===== src/verilog/vsc_defs.svh =====
`ifndef VSC_DEFS_SVH
`define VSC_DEFS_SVH
`define VSC_AW            9
`define VSC_DW            12
`define VSC_ADDR_MODE     9'h040
`define VSC_ADDR_YOFFS    9'h041
`define VSC_ADDR_LEN      9'h042
`define VSC_ADDR_CINC     9'h043
`define VSC_ADDR_EINC     9'h044
`define VSC_ADDR_NLCOEF   9'h045
`define VSC_ADDR_W1_BASE  9'h047
`define VSC_ADDR_W2_BASE  9'h04C
`define VSC_ADDR_IRQ_STAT 9'h060
`define VSC_ADDR_IRQ_MASK 9'h061
`define VSC_WIN_CNT       5
`define VSC_WIN_TOTAL     10
`define VSC_RST_MODE      12'h000
`define VSC_RST_YOFFS     7'h39
`define VSC_RST_LEN       12'h438
`define VSC_RST_INC       12'h400
`define VSC_RST_ZERO      12'h000
`define VSC_MODE_LSB      0
`define VSC_MODE_MSB      1
`define VSC_UPD_BIT       11
`define VSC_YOFFS_MSB     6
`define VSC_IRQ_W         2
`define VSC_IRQ_UPD       0
`define VSC_IRQ_RSVD      1
`endif


===== src/verilog/vsc_pkg.sv =====
package vsc_pkg;
  typedef enum logic [1:0] {
    VSC_LINEAR,
    VSC_PANORAMA,
    VSC_WATERGLASS,
    VSC_RESERVED
  } vsc_mode_t;
  typedef logic [11:0] vsc_word_t;
  typedef enum logic [0:0] {
    VSC_IDLE,
    VSC_COPY
  } vsc_state_t;
endpackage : vsc_pkg


===== src/verilog/vsc_win_mem.sv =====
`timescale 1ns/1ps
`default_nettype none
`include "vsc_defs.svh"
module vsc_win_mem (
  input  wire logic                ref_clk_i,
  input  wire logic                rst_b_i,
  input  wire logic                wr_en_i,
  input  wire logic [3:0]          wr_idx_i,
  input  wire vsc_pkg::vsc_word_t  wr_data_i,
  input  wire logic [3:0]          rd_idx_i,
  output vsc_pkg::vsc_word_t       rd_data_o,
  output vsc_pkg::vsc_word_t       win_flat_o [`VSC_WIN_TOTAL]
);
  import vsc_pkg::*;
  typedef struct packed {
    vsc_word_t [`VSC_WIN_TOTAL-1:0] mem;
    vsc_word_t                      rd;
  } vsc_mem_st_t;
  vsc_mem_st_t st_q;
  vsc_mem_st_t st_d;
  always_comb begin
    st_d = st_q;
    if (wr_en_i && (wr_idx_i < 4'(`VSC_WIN_TOTAL))) begin
      st_d.mem[wr_idx_i] = wr_data_i;
    end
    st_d.rd = (rd_idx_i < 4'(`VSC_WIN_TOTAL)) ? st_q.mem[rd_idx_i] : `VSC_RST_ZERO;
  end
  always_ff @(posedge ref_clk_i or negedge rst_b_i) begin
    if (!rst_b_i) begin
      st_q <= '0;
    end else begin
      st_q <= st_d;
    end
  end
  assign rd_data_o = st_q.rd;
  for (genvar g = 0; g < `VSC_WIN_TOTAL; g++) begin : g_flat
    assign win_flat_o[g] = st_q.mem[g];
  end
endmodule : vsc_win_mem
`default_nettype wire


===== src/verilog/vsc_regs.sv =====
// Notes on behaviour
// RQ1 - mode field: linear, panorama, waterglass, reserved
// RQ2 - software writes zero to reserved bits
// RQ3 - update bit cleared by write, set when done
// RQ4 - staged values apply only on mode write
// RQ5 - seven-bit luma offset, default 57
// RQ6 - twelve-bit line length, default 1080
// RQ7 - compress increment c*1024, default 1024
// RQ8 - expand increment 1024/c, default 1024
// RQ9 - shared nonlinear coefficient, resets zero
// RQ10 - five window registers per scaler, zero
// RQ11 - linear mode needs only few registers
// RQ12 - all staged values copied together
//
// Decided for this implementation: strobed register access.
`timescale 1ns/1ps
`default_nettype none
`include "vsc_defs.svh"
module vsc_regs (
  input  wire logic                  ref_clk_i,
  input  wire logic                  rst_b_i,
  input  wire logic [`VSC_AW-1:0]    addr_i,
  input  wire vsc_pkg::vsc_word_t    wdata_i,
  input  wire logic                  wr_i,
  input  wire logic                  rd_i,
  output vsc_pkg::vsc_word_t         rdata_o,
  output vsc_pkg::vsc_mode_t         act_mode_o,
  output logic [`VSC_YOFFS_MSB:0]    act_yoffs_o,
  output vsc_pkg::vsc_word_t         act_len_o,
  output vsc_pkg::vsc_word_t         act_cinc_o,
  output vsc_pkg::vsc_word_t         act_einc_o,
  output vsc_pkg::vsc_word_t         act_nlcoef_o,
  output vsc_pkg::vsc_word_t         act_win_o [`VSC_WIN_TOTAL],
  output logic                       mode_nonlinear_o,
  output logic                       irq_o
);
  import vsc_pkg::*;

  typedef struct packed {
    vsc_word_t                      mode;
    logic [`VSC_YOFFS_MSB:0]        yoffs;
    vsc_word_t                      len;
    vsc_word_t                      cinc;
    vsc_word_t                      einc;
    vsc_word_t                      nlcoef;
    vsc_mode_t                      a_mode;
    logic [`VSC_YOFFS_MSB:0]        a_yoffs;
    vsc_word_t                      a_len;
    vsc_word_t                      a_cinc;
    vsc_word_t                      a_einc;
    vsc_word_t                      a_nlcoef;
    vsc_word_t [`VSC_WIN_TOTAL-1:0] a_win;
    vsc_state_t                     state;
    logic [`VSC_IRQ_W-1:0]          stat;
    logic [`VSC_IRQ_W-1:0]          mask;
    vsc_word_t                      rdata;
    logic                           rd_win;
  } vsc_st_t;

  vsc_st_t   st_q;
  vsc_st_t   st_d;
  logic      win_hit;
  logic [3:0] win_idx;
  vsc_word_t win_rd;
  vsc_word_t win_stage [`VSC_WIN_TOTAL];

  always_comb begin
    win_hit = 1'b0;
    win_idx = 4'h0;
    if (addr_i >= `VSC_ADDR_W1_BASE && addr_i < `VSC_ADDR_W1_BASE + 9'(`VSC_WIN_TOTAL)) begin
      win_hit = 1'b1;
      win_idx = 4'(addr_i - `VSC_ADDR_W1_BASE);
    end
  end

  // RQ10 window staging
  vsc_win_mem u_win (
    .ref_clk_i  (ref_clk_i),
    .rst_b_i    (rst_b_i),
    .wr_en_i    (wr_i && win_hit),
    .wr_idx_i   (win_idx),
    .wr_data_i  (wdata_i),
    .rd_idx_i   (win_idx),
    .rd_data_o  (win_rd),
    .win_flat_o (win_stage)
  );

  always_comb begin
    st_d = st_q;
    st_d.rd_win = rd_i && win_hit;
    st_d.rdata = `VSC_RST_ZERO;
    // RQ12 one-shot copy
    if (st_q.state == VSC_COPY) begin
      st_d.a_mode   = vsc_mode_t'(st_q.mode[`VSC_MODE_MSB:`VSC_MODE_LSB]);
      st_d.a_yoffs  = st_q.yoffs;
      st_d.a_len    = st_q.len;
      st_d.a_cinc   = st_q.cinc;
      st_d.a_einc   = st_q.einc;
      st_d.a_nlcoef = st_q.nlcoef;
      for (int i = 0; i < `VSC_WIN_TOTAL; i++) begin
        st_d.a_win[i] = win_stage[i];
      end
      // RQ3 done sets bit
      st_d.mode[`VSC_UPD_BIT] = 1'b1;
      st_d.stat[`VSC_IRQ_UPD] = 1'b1;
      st_d.state = VSC_IDLE;
    end
    if (wr_i) begin
      if (addr_i == `VSC_ADDR_MODE) begin
        // RQ4 mode write starts transfer
        st_d.mode = wdata_i;
        st_d.mode[`VSC_UPD_BIT] = 1'b0;
        st_d.state = VSC_COPY;
        // RQ2 flag reserved-bit misuse
        if (wdata_i[`VSC_UPD_BIT-1:`VSC_MODE_MSB+1] != '0) begin
          st_d.stat[`VSC_IRQ_RSVD] = 1'b1;
        end
      end else if (addr_i == `VSC_ADDR_YOFFS) begin
        // RQ5 seven-bit offset
        st_d.yoffs = wdata_i[`VSC_YOFFS_MSB:0];
      end else if (addr_i == `VSC_ADDR_LEN) begin
        // RQ6 line length
        st_d.len = wdata_i;
      end else if (addr_i == `VSC_ADDR_CINC) begin
        // RQ7 compress increment
        st_d.cinc = wdata_i;
      end else if (addr_i == `VSC_ADDR_EINC) begin
        // RQ8 expand increment
        st_d.einc = wdata_i;
      end else if (addr_i == `VSC_ADDR_NLCOEF) begin
        // RQ9 nonlinear coefficient
        st_d.nlcoef = wdata_i;
      end else if (addr_i == `VSC_ADDR_IRQ_STAT) begin
        st_d.stat = st_q.stat & ~wdata_i[`VSC_IRQ_W-1:0];
        if (st_q.state == VSC_COPY) begin
          st_d.stat[`VSC_IRQ_UPD] = 1'b1;
        end
      end else if (addr_i == `VSC_ADDR_IRQ_MASK) begin
        st_d.mask = wdata_i[`VSC_IRQ_W-1:0];
      end
    end
    if (rd_i) begin
      if (addr_i == `VSC_ADDR_MODE) begin
        st_d.rdata = st_q.mode;
      end else if (addr_i == `VSC_ADDR_YOFFS) begin
        st_d.rdata = {5'h0, st_q.yoffs};
      end else if (addr_i == `VSC_ADDR_LEN) begin
        st_d.rdata = st_q.len;
      end else if (addr_i == `VSC_ADDR_CINC) begin
        st_d.rdata = st_q.cinc;
      end else if (addr_i == `VSC_ADDR_EINC) begin
        st_d.rdata = st_q.einc;
      end else if (addr_i == `VSC_ADDR_NLCOEF) begin
        st_d.rdata = st_q.nlcoef;
      end else if (addr_i == `VSC_ADDR_IRQ_STAT) begin
        st_d.rdata = {10'h0, st_q.stat};
      end else if (addr_i == `VSC_ADDR_IRQ_MASK) begin
        st_d.rdata = {10'h0, st_q.mask};
      end
    end
  end

  always_ff @(posedge ref_clk_i or negedge rst_b_i) begin
    if (!rst_b_i) begin
      st_q          <= '0;
      st_q.mode     <= `VSC_RST_MODE;
      st_q.yoffs    <= `VSC_RST_YOFFS;
      st_q.len      <= `VSC_RST_LEN;
      st_q.cinc     <= `VSC_RST_INC;
      st_q.einc     <= `VSC_RST_INC;
      st_q.nlcoef   <= `VSC_RST_ZERO;
      st_q.a_mode   <= VSC_LINEAR;
      st_q.a_yoffs  <= `VSC_RST_YOFFS;
      st_q.a_len    <= `VSC_RST_LEN;
      st_q.a_cinc   <= `VSC_RST_INC;
      st_q.a_einc   <= `VSC_RST_INC;
      st_q.a_nlcoef <= `VSC_RST_ZERO;
      st_q.state    <= VSC_IDLE;
    end else begin
      st_q <= st_d;
    end
  end

  assign rdata_o      = st_q.rd_win ? win_rd : st_q.rdata;
  assign act_mode_o   = st_q.a_mode;
  assign act_yoffs_o  = st_q.a_yoffs;
  assign act_len_o    = st_q.a_len;
  assign act_cinc_o   = st_q.a_cinc;
  assign act_einc_o   = st_q.a_einc;
  assign act_nlcoef_o = st_q.a_nlcoef;
  for (genvar g = 0; g < `VSC_WIN_TOTAL; g++) begin : g_act
    assign act_win_o[g] = st_q.a_win[g];
  end

  // RQ1 mode decode
  always_comb begin
    case (st_q.a_mode)
      VSC_PANORAMA:   mode_nonlinear_o = 1'b1;
      VSC_WATERGLASS: mode_nonlinear_o = 1'b1;
      default:        mode_nonlinear_o = 1'b0;
    endcase
  end

  assign irq_o = |(st_q.stat & st_q.mask);
endmodule : vsc_regs
`default_nettype wire


===== config.mk =====
export PLATFORM = sky130hd
export DESIGN_NAME = vsc_regs
export DESIGN_NICKNAME = d
export VERILOG_FILES = /design/src/verilog/vsc_pkg.sv /design/src/verilog/vsc_win_mem.sv /design/src/verilog/vsc_regs.sv
export VERILOG_INCLUDE_DIRS = /design/src /design/src/verilog
export SDC_FILE = /design/constraint.sdc
export NUM_CORES = 1
export LEC_CHECK = 0
export BUFFER_PORTS_ARGS = -buffer_cell sky130_fd_sc_hd__buf_2
export CELL_PAD_IN_SITES_DETAIL_PLACEMENT = 0
export CELL_PAD_IN_SITES_GLOBAL_PLACEMENT = 2
export CORE_ASPECT_RATIO = 0.5
export CORE_MARGIN = 4
export CORE_UTILIZATION = 44
export DETAILED_ROUTE_END_ITERATION = 10
export GPL_TIMING_DRIVEN = 0
export PLACE_DENSITY_LB_ADDON = 0.1
export SLEW_MARGIN = 25
export SYNTH_ARGS = -nofsm -noshare
export SYNTH_HDL_FRONTEND = slang
export SYNTH_SLANG_ARGS = --single-unit

===== constraint.sdc =====
create_clock -name ref_clk_i -period 2.6 [get_ports ref_clk_i]
set_input_delay 0.26 -clock ref_clk_i [delete_from_list [all_inputs] [get_ports ref_clk_i]]
set_output_delay 0.26 -clock ref_clk_i [all_outputs]
set_load 0.03 [all_outputs]

==> impl_metrics.prom, run 1 <==
# TYPE chip_impl_metric gauge
chip_impl_metric{name="avg_inst_size_synth",unit="µm²"} 13.5
chip_impl_metric{name="dr_total_vias",unit=""} 11561
chip_impl_info{name="path_class",value="flip-flop to flip-flop"} 1
chip_impl_metric{name="power_frac_comb",unit="%"} 5.4
chip_impl_info{name="rsz0062_at_grt",value="yes"} 1
chip_impl_info{name="outcome",value="finished, final reports clean"} 1
chip_impl_info{name="startpoint_type",value="flip-flop"} 1
chip_impl_metric{name="numCtsBuffers",unit=""} 38
chip_impl_metric{name="place_congestion",unit=""} 0.836
chip_impl_metric{name="placement_rows",unit=""} 52
chip_impl_metric{name="drtAntennaViolNets",unit=""} 0
chip_impl_metric{name="yosysSeqAreaShare",unit="%"} 54.5
chip_impl_metric{name="wire_length_of_the_first_global_routing_pass",unit="mm"} 75.1
chip_impl_info{name="commonest_cells_after_routing_fill_and_taps_aside",value="mux2_2, dfrtp_1, buf_2"} 1
chip_impl_metric{name="place_inst",unit=""} 2103
chip_impl_metric{name="sequential_share_of_power",unit="%"} 50.5
chip_impl_info{name="timing.critical_path.to_type",value="flip-flop"} 1
chip_impl_info{name="r2r_path_end",value="act_win_o[56]"} 1
chip_impl_metric{name="place_hpwl",unit="mm"} 36.7
chip_impl_metric{name="ys_ff_latch",unit=""} 394
chip_impl_metric{name="netSwitchingPower",unit="µW"} 2930
chip_impl_metric{name="floorplan.initialDensity",unit="%"} 44.7
chip_impl_info{name="critical_path.endpoint",value="act_win_o[56]"} 1
chip_impl_metric{name="power.clock.fraction",unit="%"} 44.1
chip_impl_metric{name="htreeDepth",unit=""} 2
chip_impl_metric{name="skew",unit="ns"} 0.0278
chip_impl_metric{name="rrSetupSlack",unit="ns"} 0.10
chip_impl_metric{name="worst_setup_hold_path_clk_slew",unit="ns"} 0.07
chip_impl_metric{name="floorplan.die.height",unit="µm"} 152
chip_impl_metric{name="max_cap_violation_count",unit=""} 0
chip_impl_metric{name="setup_viol_count_final",unit=""} 0
chip_impl_metric{name="ios",unit=""} 216
chip_impl_info{name="ys_dominant_reg_cell",value="dfrtp_1"} 1
chip_impl_metric{name="post-route-min-period",unit="ns"} 2.50
chip_impl_metric{name="dr.first_iter.drc_count",unit=""} 720
chip_impl_metric{name="clock_tree.buffer_depth",unit=""} 3
chip_impl_metric{name="total_leakage_power",unit="µW"} 0.0112
chip_impl_metric{name="async_set_or_reset_flop_fraction_in_the_synthesized_netlist",unit="%"} 100
chip_impl_metric{name="synth-edff-count",unit=""} 0
chip_impl_metric{name="io_buffer_count",unit=""} 212
chip_impl_info{name="holdCritPathClass",value="input pin to flip-flop"} 1
chip_impl_metric{name="drt_total_wl",unit="mm"} 49.8
chip_impl_metric{name="insertion_delay",unit="ns"} 0.55
chip_impl_metric{name="grt.total_usage",unit="%"} 22.4
chip_impl_metric{name="core_region_area",unit="µm²"} 40600
chip_impl_metric{name="overflow",unit=""} 0
chip_impl_metric{name="maximum_vdd_ir_drop",unit="mV"} 0.368
chip_impl_info{name="tritoncts_clock_tree",value="built"} 1
chip_impl_info{name="regToRegStartpoint",value="st_q[17]"} 1
chip_impl_metric{name="pre_cts_ws",unit="ns"} -0.996
chip_impl_metric{name="post_layout_instance_count_excluding_filler_cells",unit=""} 2170
chip_impl_metric{name="postLayoutSetupSlackWorst",unit="ns"} 0.102
chip_impl_metric{name="design.die.area",unit="µm²"} 44800
chip_impl_metric{name="drt_first_pass_iters",unit=""} 5
chip_impl_metric{name="synth_fp_nets",unit=""} 1376
chip_impl_metric{name="antenna-diode-count",unit=""} 0
chip_impl_metric{name="antenna_found_initial",unit=""} 3
chip_impl_metric{name="timing.final.hold_violations",unit=""} 0
chip_impl_metric{name="worst-path-max-fanout",unit=""} 10
chip_impl_metric{name="max-slew-margin-rel",unit="%"} 32.5
chip_impl_metric{name="hold-worst-slack",unit="ns"} 0.0443
chip_impl_info{name="worst_setup_path_startpoint",value="st_q[17]"} 1
chip_impl_metric{name="required",unit="ns"} 3.02
chip_impl_metric{name="routed_via_density",unit=""} 5.33
chip_impl_metric{name="netSwitchingFraction",unit="%"} 23.6
chip_impl_info{name="root_buffer",value="clkbuf_16"} 1
chip_impl_metric{name="maxClockFrequency",unit="GHz"} 0.400
chip_impl_metric{name="cts_sinks",unit=""} 394
chip_impl_metric{name="grt_start_max_net_pins",unit=""} 94
chip_impl_metric{name="die_w",unit="µm"} 295
chip_impl_metric{name="drive_above_1_share",unit="%"} 57.0
chip_impl_metric{name="timing.critical_path.arrival",unit="ns"} 2.92
chip_impl_metric{name="power_report.internal_total",unit="µW"} 9480
chip_impl_metric{name="nets",unit=""} 1633
chip_impl_info{name="layout.cells.most_common",value="mux2_2"} 1
chip_impl_metric{name="layout-area-overhead-vs-synth",unit="%"} 17.3
chip_impl_metric{name="power_per_cell_area",unit="nW/µm²"} 583
chip_impl_metric{name="report.final.slew_viol_count",unit=""} 0
chip_impl_metric{name="detail_route.drc_violations",unit=""} 0
chip_impl_metric{name="routedWlPerCell",unit="µm"} 22.9
chip_impl_metric{name="netlist-cell-type-count",unit=""} 60
chip_impl_metric{name="syn_inst",unit=""} 1347
chip_impl_metric{name="netlist_area_before_placement",unit="µm²"} 18100
chip_impl_metric{name="grt_pass1_vias",unit=""} 12280
chip_impl_metric{name="worst_r2r_path_depth",unit=""} 4
chip_impl_metric{name="timing_worst_slew_pin_value",unit="ns"} 1.01
chip_impl_metric{name="final.period_utilization",unit="%"} 96.1
chip_impl_metric{name="synth.yosys.warnings",unit=""} 0
worst min path at each step:
stage | from | end | slack [ns] | cells after the start
after floorplan | rst_b_i | act_cinc_o[0] | -0.04 | 0
after global placement | st_q[261] | st_q[261] | 0.48 | 2
after detailed placement | rst_b_i | act_nlcoef_o[3] | 0.23 | 1
after CTS | rd_i | st_q[0] | 0.03 | 2
after global routing | rd_i | st_q[0] | 0.04 | 2
final | rd_i | st_q[0] | 0.04 | 2
critical path: stages, from the launching register on:
cell      delay (ns)
dfrtp_1         0.32
clkbuf_1        0.62
clkbuf_1        0.49
clkbuf_1        0.54
mux2_2          0.40
flip-flops by register name, summed over array words and instances, names as in the netlist:
signal            count
act_len_o            12
u_win.win_flat_o    120
act_yoffs_o           7
u_win.rd_data_o      12
act_win_o           120
act_nlcoef_o         12
act_einc_o           12
st_q                 85
act_cinc_o           12
act_mode_o            2
metrics by stage:
| step | util (%) | cell area (µm²) | total power (µW) | setup TNS [ns] |
|---|---|---|---|---|
| finish | 52.4 | 21300 | 12400 | 0 |
| global route | 52.4 | 21300 | 12800 | -0.0433 |
| CTS | 52.4 | 21300 | 12500 | 0 |
| detailed placement | 49.3 | 20000 | 7040 | -53.96 |
| global placement | 49.0 | 19900 | 7010 | -2473.91 |
| floorplan | - | 18100 | 6660 | 0 |
kinds of logic (layout without fill, tap and decap cells):
group | after synthesis | after routing | share of synthesized area, %
multiplexers | 416 | 416 | 26.7
buffers and inverters | 268 | 551 | 9.49
AO/OA/AOI/OAI | 113 | 113 | 4.68
flip-flops | 394 | 394 | 54.5
adder cells (fa/ha/maj) | 4 | 4 | 0.276
AND/OR/NAND/NOR | 149 | 149 | 4.29
XOR/XNOR | 3 | 3 | 0.145
synth_stat cells (10+ instances only):
| cell | instances | area share (%) |
|---|---|---|
| nor3b_1 | 14 | 0.58 |
| a32oi_1 | 11 | 0.53 |
| mux2_2 | 379 | 24 |
| o22ai_1 | 17 | 0.59 |
| clkbuf_1 | 52 | 1.1 |
| a22oi_1 | 14 | 0.58 |
| dfrtp_1 | 374 | 52 |
| a21o_1 | 11 | 0.45 |
| buf_2 | 23 | 0.63 |
| mux4_2 | 12 | 1.5 |
| nor2_1 | 29 | 0.60 |
| nand2_1 | 53 | 1.1 |
| buf_4 | 177 | 7.3 |
| nand3_1 | 18 | 0.50 |
| mux2i_1 | 15 | 0.83 |
| mux2_4 | 10 | 0.83 |
| dfstp_2 | 20 | 2.9 |
power groups by stage:
stage | logic (µW) | registers, µW | clock network, µW
after floorplan | 307 | 6360 | 0
final | 665 | 6270 | 5480
after CTS | 668 | 6270 | 5600
after global routing | 727 | 6270 | 5840
after global placement | 625 | 6380 | 0
after detailed placement | 659 | 6380 | 0
cell type report:
cell class	count	area [µm²]
Sequential cell	394	9880
Timing Repair Buffer	218	1200
Buffer	262	1720
Clock inverter	5	28.8
Inverter	5	18.8
Tap cell	540	676
Clock buffer	61	1170
Multi-Input combinational cell	685	6590
Fill cell	3637	19300
layer usage:
metal | part of all wire (%) | GRT usage [%]
met1 | 46 | 31.4
met2 | 48 | 36.8
met3 | 4.9 | 3.93
met4 | 1.8 | 4.81
met5 | 0.068 | 0
timing repair:
item                                    in CTS  in global routing
cloned                                       0                  0
endpoints found under the setup margin      29                102
buffers inserted                             0                  0
endpoints found under the hold margin       57                  0
hold buffers                                 2                  0
resized for setup                           11                 20
Note: power is estimated with default switching activity, not from simulation.
==> inputs of run 2 (changes only) <==
Settings changed: BUFFER_PORTS_ARGS -buffer_cell sky130_fd_sc_hd__buf_2 to -buffer_cell sky130_fd_sc_hd__buf_4, CORE_UTILIZATION 44 to 37.
Clock period 2.6 ns to 2.08 ns, I/O delays scaled along.
==> impl_metrics.prom, run 2 (synthesized netlist as in run 1, its figures left out) <==
# TYPE chip_impl_metric gauge
chip_impl_info{name="startpoint_type",value="input pin"} 1
chip_impl_info{name="path_class",value="input pin to flip-flop"} 1
chip_impl_info{name="timing.critical_path.slowest_stage_cell",value="a32oi_1"} 1
chip_impl_metric{name="maxClockFrequency",unit="GHz"} 0.493
chip_impl_metric{name="design.die.area",unit="µm²"} 52900
chip_impl_metric{name="floorplan.die.height",unit="µm"} 165
chip_impl_metric{name="detail_route.drc_violations",unit=""} 0
chip_impl_info{name="dr.max_layer_used",value="met4"} 1
chip_impl_metric{name="finalSetupTns",unit="ns"} 0
chip_impl_metric{name="met3_wirelength",unit="mm"} 2.52
chip_impl_metric{name="post-cts-setup-buffer-count",unit=""} 0
chip_impl_metric{name="dr_total_vias",unit=""} 11491
chip_impl_info{name="rsz0062_at_grt",value="yes"} 1
chip_impl_metric{name="filler_cell_count",unit=""} 4466
chip_impl_metric{name="worst_setup_hold_path_clk_slew",unit="ns"} 0.07
chip_impl_metric{name="critPathMaxStageDelay",unit="ns"} 0.41
chip_impl_metric{name="timing_worst_slew_pin_value",unit="ns"} 1.07
chip_impl_info{name="cp_common_cell",value="buf_2"} 1
chip_impl_metric{name="total_leakage_power",unit="µW"} 0.0114
chip_impl_info{name="cpLargestDelayFamily",value="buffers and inverters"} 1
chip_impl_metric{name="nets",unit=""} 1638
chip_impl_metric{name="overflow",unit=""} 0
chip_impl_metric{name="grt_pass1_vias",unit=""} 12423
chip_impl_metric{name="place_inst",unit=""} 2212
chip_impl_info{name="holdCritPathClass",value="input pin to flip-flop"} 1
chip_impl_metric{name="routed_via_density",unit=""} 5.02
chip_impl_metric{name="timing.critical_path.arrival",unit="ns"} 2.41
chip_impl_metric{name="post-route-min-period",unit="ns"} 2.03
chip_impl_metric{name="grt_start_max_net_pins",unit=""} 92
chip_impl_metric{name="place_hpwl",unit="mm"} 38.6
chip_impl_metric{name="final.period_utilization",unit="%"} 97.4
chip_impl_metric{name="die_w",unit="µm"} 321
chip_impl_metric{name="wire_length_of_the_first_global_routing_pass",unit="mm"} 78.4
chip_impl_metric{name="report.final.slew_viol_count",unit=""} 0
chip_impl_metric{name="insertion_delay",unit="ns"} 0.54
chip_impl_metric{name="grt.total_usage",unit="%"} 19.7
chip_impl_metric{name="pre_cts_ws",unit="ns"} -1.01
chip_impl_info{name="critical_path.cell_chain",value="buf_4 > ha_1 > buf_2 > nor2_1 > a211oi_2 > o21ai_4 > clkbuf_4 > buf_2 > nand2_1 > a32oi_1"} 1
chip_impl_metric{name="power_per_cell_area",unit="nW/µm²"} 725
chip_impl_metric{name="drive_above_1_share",unit="%"} 58.8
chip_impl_metric{name="numCtsBuffers",unit=""} 39
chip_impl_info{name="outcome",value="finished, final reports clean"} 1
chip_impl_metric{name="antenna_found_initial",unit=""} 3
chip_impl_metric{name="setup_viol_count_final",unit=""} 0
chip_impl_metric{name="required",unit="ns"} 2.46
chip_impl_metric{name="htreeDepth",unit=""} 2
chip_impl_metric{name="routedWlPerCell",unit="µm"} 22.9
chip_impl_metric{name="drt_total_wl",unit="mm"} 52.3
chip_impl_info{name="commonest_cells_after_routing_fill_and_taps_aside",value="buf_4, mux2_2, dfrtp_1"} 1
chip_impl_metric{name="worst-path-max-fanout",unit=""} 10
chip_impl_metric{name="dr.first_iter.drc_count",unit=""} 561
chip_impl_metric{name="layout-area-overhead-vs-synth",unit="%"} 23.2
chip_impl_metric{name="drt_first_pass_iters",unit=""} 4
chip_impl_metric{name="maximum_vdd_ir_drop",unit="mV"} 0.433
chip_impl_metric{name="skew",unit="ns"} 0.0102
chip_impl_metric{name="post_layout_instance_count_excluding_filler_cells",unit=""} 2289
chip_impl_metric{name="worstPathBufferInverterCount",unit=""} 4
chip_impl_metric{name="max_cap_violation_count",unit=""} 0
chip_impl_metric{name="clock_tree.buffer_depth",unit=""} 3
chip_impl_metric{name="cts_sinks",unit=""} 394
chip_impl_metric{name="timing.final.hold_violations",unit=""} 0
chip_impl_metric{name="ios",unit=""} 216
chip_impl_metric{name="m1WireLength",unit="mm"} 23.8
chip_impl_info{name="layout.cells.most_common",value="buf_4"} 1
chip_impl_metric{name="drtAntennaViolNets",unit=""} 0
chip_impl_info{name="timing.critical_path.to_type",value="flip-flop"} 1
chip_impl_info{name="tritoncts_clock_tree",value="built"} 1
chip_impl_info{name="root_buffer",value="clkbuf_16"} 1
chip_impl_metric{name="routed-wl-met2",unit="mm"} 25.0
chip_impl_metric{name="max-slew-margin-rel",unit="%"} 28.5
chip_impl_metric{name="floorplan.initialDensity",unit="%"} 37.4
chip_impl_metric{name="placement_rows",unit=""} 57
chip_impl_metric{name="postLayoutSetupSlackWorst",unit="ns"} 0.0532
chip_impl_metric{name="core_region_area",unit="µm²"} 48500
chip_impl_metric{name="place_congestion",unit=""} 0.826
chip_impl_metric{name="io_buffer_count",unit=""} 212
[run 2: cell types whose count changed in the layout (fill, tap and decap cells not counted), sizes merged, moves of 2 or more]
cell and change:
diode +2, clkinv +2, bufinv +4, dlygate4sd3 +6, clkbuf -2, buf -3
[run 2: stage by stage]
stage	util (%)	total power (µW)	instance area (µm²)	hold slack, ns
6_report	46.1	16200	22400	0.0316
5_1_grt	46.1	16900	22400	0.00496
4_1_cts	45.8	16400	22200	0.000929
3_5_place_dp	42.7	8840	20700	0.208
3_3_place_gp	42.5	8800	20600	0.480
2_1_floorplan	-	8340	18200	-0.0876
[run 2: area by class of cell]
cell class / instances / area [µm²] / area share, %
antenna: 2 / 5.00 / 0.0224
buffer: 260 / 1800 / 8.03
clock buffer: 59 / 1180 / 5.29
clock inverter: 11 / 158 / 0.705
inverter: 5 / 21.3 / 0.0951
multi-input combinational: 685 / 6710 / 30.0
sequential: 394 / 9890 / 44.2
tap: 649 / 812 / 3.63
timing repair buffer: 224 / 1790 / 8.02
[run 2: path summary, 6_finish.rpt]
check,start,end,slack (ns),cells past startpoint
setup / recovery,addr_i[0],u_win.rd_data_o[10],0.05,10
hold / removal,wdata_i[4],u_win.win_flat_o[76],0.03,2
setup reg to reg,st_q[17],act_win_o[115],0.09,2
hold reg to reg,act_einc_o[8],act_einc_o[8],0.50,1
max in group asynchronous,rst_b_i,act_win_o[77],0.28,5
min in group asynchronous,rst_b_i,act_cinc_o[6],0.19,2
[run 2: report_power, final]
part	switching (µW)	leakage, µW	internal, µW
Clock	3040	0.000661	4430
Sequential	78.4	0.00541	7760
Combinational	613	0.00531	288
Total	3730	0.0114	12500
[run 2: timing repair]
| action | CTS | global route |
|---|---|---|
| resized for setup | 34 | 43 |
| hold endpoints to repair | 85 | 1 |
| endpoints found under the setup margin | 222 | 229 |
| hold buffers | 7 | 1 |
| pin swaps | 0 | 2 |
| gates cloned | 0 | 0 |
[run 2: worst register-to-register path, cell delays in order, from the launching register on]
cell	delay [ns]
dfrtp_2	0.60
clkbuf_1	0.84
mux2_2	0.43
[run 2: layer usage]
metal	vias to the layer above	track usage, %
li1	5157	-
met1	6035	27.3
met2	234	32.9
met3	65	3.59
met4	0	4.04
met5	-	0
==> inputs of run 3 (changes only) <==
Settings changed: CORE_UTILIZATION 37 to 44, GPL_TIMING_DRIVEN 0 to unset, REMOVE_ABC_BUFFERS set to 1.
Clock period 2.08 ns to 2.4 ns, I/O delays scaled along.
==> impl_metrics.prom, run 3 (synthesized netlist as in run 1, its figures left out) <==
# TYPE chip_impl_metric gauge
chip_impl_metric{name="floorplan.initialDensity",unit="%"} 44.7
chip_impl_metric{name="report.final.slew_viol_count",unit=""} 0
chip_impl_info{name="holdCritPathClass",value="input pin to flip-flop"} 1
chip_impl_metric{name="routedWlPerCell",unit="µm"} 23.1
chip_impl_metric{name="design.die.area",unit="µm²"} 44800
chip_impl_metric{name="finalSetupTns",unit="ns"} 0
chip_impl_metric{name="final_util",unit="%"} 51.2
chip_impl_info{name="worst_setup_path_startpoint",value="st_q[0]"} 1
chip_impl_metric{name="numCtsBuffers",unit=""} 38
chip_impl_info{name="tritoncts_clock_tree",value="built"} 1
chip_impl_metric{name="overflow",unit=""} 0
chip_impl_metric{name="cts_sinks",unit=""} 394
chip_impl_metric{name="detail_route.drc_violations",unit=""} 0
chip_impl_metric{name="post-cts-setup-buffer-count",unit=""} 0
chip_impl_metric{name="post_layout_instance_count_excluding_filler_cells",unit=""} 1983
chip_impl_info{name="regToRegStartpoint",value="st_q[17]"} 1
chip_impl_metric{name="timing.critical_path.arrival",unit="ns"} 1.80
chip_impl_metric{name="drt_total_wl",unit="mm"} 45.9
chip_impl_metric{name="floorplan.die.height",unit="µm"} 152
chip_impl_metric{name="max_cap_violation_count",unit=""} 0
chip_impl_metric{name="skew",unit="ns"} 0.00615
chip_impl_metric{name="maximum_vdd_ir_drop",unit="mV"} 0.392
chip_impl_info{name="r2r_path_end",value="act_cinc_o[5]"} 1
chip_impl_metric{name="timing.final.hold_violations",unit=""} 0
chip_impl_metric{name="netSwitchingPower",unit="µW"} 3090
chip_impl_metric{name="die_w",unit="µm"} 295
chip_impl_metric{name="power_frac_comb",unit="%"} 5.6
chip_impl_metric{name="insertion_delay",unit="ns"} 0.53
chip_impl_metric{name="rrSetupSlack",unit="ns"} 0.61
chip_impl_metric{name="grt_pass1_vias",unit=""} 11083
chip_impl_metric{name="dr.first_iter.drc_count",unit=""} 616
chip_impl_metric{name="drtAntennaViolNets",unit=""} 0
chip_impl_metric{name="nets",unit=""} 1444
chip_impl_metric{name="hold-worst-slack",unit="ns"} 0.0614
chip_impl_metric{name="htreeDepth",unit=""} 2
chip_impl_metric{name="min_path_cells",unit=""} 2
chip_impl_metric{name="dr_total_vias",unit=""} 10583
chip_impl_info{name="timing.critical_path.slowest_stage_cell",value="dfrtp_1"} 1
chip_impl_metric{name="drt_first_pass_iters",unit=""} 4
chip_impl_metric{name="grt.total_usage",unit="%"} 20.4
chip_impl_metric{name="worst_r2r_path_depth",unit=""} 2
chip_impl_metric{name="wire_length_of_the_first_global_routing_pass",unit="mm"} 69.5
chip_impl_metric{name="netSwitchingFraction",unit="%"} 22.8
chip_impl_metric{name="worst-path-max-fanout",unit=""} 12
chip_impl_info{name="layout.cells.most_common",value="mux2_2"} 1
chip_impl_metric{name="io_buffer_count",unit=""} 215
chip_impl_info{name="outcome",value="finished, final reports clean"} 1
chip_impl_metric{name="power.clock.fraction",unit="%"} 44.3
chip_impl_metric{name="placement_rows",unit=""} 52
chip_impl_metric{name="total_leakage_power",unit="µW"} 0.0104
chip_impl_metric{name="antenna_found_initial",unit=""} 1
chip_impl_info{name="holdPathEnd",value="st_q[16]"} 1
chip_impl_metric{name="drive_above_1_share",unit="%"} 54.5
chip_impl_metric{name="required",unit="ns"} 2.16
chip_impl_metric{name="place_congestion",unit=""} 0.873
chip_impl_metric{name="clock_tree.buffer_depth",unit=""} 3
chip_impl_info{name="startpoint_type",value="flip-flop"} 1
chip_impl_info{name="rsz0062_at_grt",value="no"} 1
chip_impl_info{name="timing.critical_path.to_type",value="output pin"} 1
chip_impl_metric{name="critPathMaxStageDelay",unit="ns"} 0.64
chip_impl_metric{name="ios",unit=""} 216
chip_impl_metric{name="sequential_share_of_power",unit="%"} 50.1
chip_impl_info{name="critical_path.cell_chain",value="mux2_2 > buf_4"} 1
chip_impl_metric{name="maxClockFrequency",unit="GHz"} 0.491
chip_impl_metric{name="design_power_total",unit="µW"} 13600
chip_impl_metric{name="power_per_cell_area",unit="nW/µm²"} 653
chip_impl_metric{name="timing_worst_slew_pin_value",unit="ns"} 0.671
chip_impl_info{name="commonest_cells_after_routing_fill_and_taps_aside",value="mux2_2, dfrtp_1, buf_4"} 1
chip_impl_metric{name="power_report.internal_total",unit="µW"} 10500
chip_impl_metric{name="grt_start_max_net_pins",unit=""} 65
chip_impl_metric{name="layout-area-overhead-vs-synth",unit="%"} 14.5
chip_impl_info{name="path_class",value="flip-flop to output pin"} 1
chip_impl_metric{name="setup_viol_count_final",unit=""} 0
chip_impl_info{name="worst_hold_startpoint",value="addr_i[5]"} 1
chip_impl_metric{name="place_hpwl",unit="mm"} 32.4
chip_impl_info{name="root_buffer",value="clkbuf_16"} 1
chip_impl_metric{name="post-route-min-period",unit="ns"} 2.04
chip_impl_metric{name="max-slew-margin-rel",unit="%"} 54.9
chip_impl_metric{name="routed_via_density",unit=""} 5.34
chip_impl_metric{name="place_inst",unit=""} 1913
chip_impl_metric{name="worst_setup_hold_path_clk_slew",unit="ns"} 0.06
chip_impl_metric{name="final.period_utilization",unit="%"} 84.9
chip_impl_metric{name="core_region_area",unit="µm²"} 40600
## run 3: layer usage
metal	up-vias	wire length, µm	GRT usage, %
li1	4746	-	-
met1	5579	22200	30.4
met2	211	21000	31.9
met3	47	1920	3.19
met4	0	723	4.23
met5	-	0	0
## run 3: how the worst max path moves through the flow
stage,end
finish,rdata_o[6]
global route,rdata_o[1]
CTS,rdata_o[6]
detailed placement,u_win.win_flat_o[16]
global placement,u_win.win_flat_o[23]
floorplan,act_cinc_o[10]
## run 3: area by class of cell
class	instances	area, µm²
tap	540	676
clock buffer	62	1220
clock inverter	5	28.8
antenna	1	2.50
sequential	394	9890
multi-input combinational	685	6560
fill	3535	19800
timing repair buffer	291	2380
inverter	5	18.8
## run 3: power by group through the flow
stage | Sequential (µW) | Clock [µW] | Combinational [µW]
after global routing | 6800 | 6490 | 825
after detailed placement | 6920 | 0 | 760
after global placement | 6920 | 0 | 745
final | 6800 | 6010 | 755
after CTS | 6800 | 6220 | 764
after floorplan | 6890 | 0 | 264
## run 3: what timing repair did
| action | 4_1_cts | 5_1_grt |
|---|---|---|
| hold buffers | 2 | 0 |
| hold endpoints to repair | 52 | 0 |
| gates resized for setup | 0 | 0 |
## run 3: stage by stage
step | setup slack, ns | cell area [µm²]
after detailed placement | 0.0428 | 19500
after global placement | 0.0535 | 19500
after CTS | 0.312 | 20800
final | 0.363 | 20800
after floorplan | -2.17 | 16400
after global routing | 0.282 | 20800
## run 3: worst max-delay path, delay by kind of cell, from the launching register on
kind                   cells  cell delay (ns)
buffers and inverters      1             0.18
muxes                      1             0.44
DFF                        1             0.64
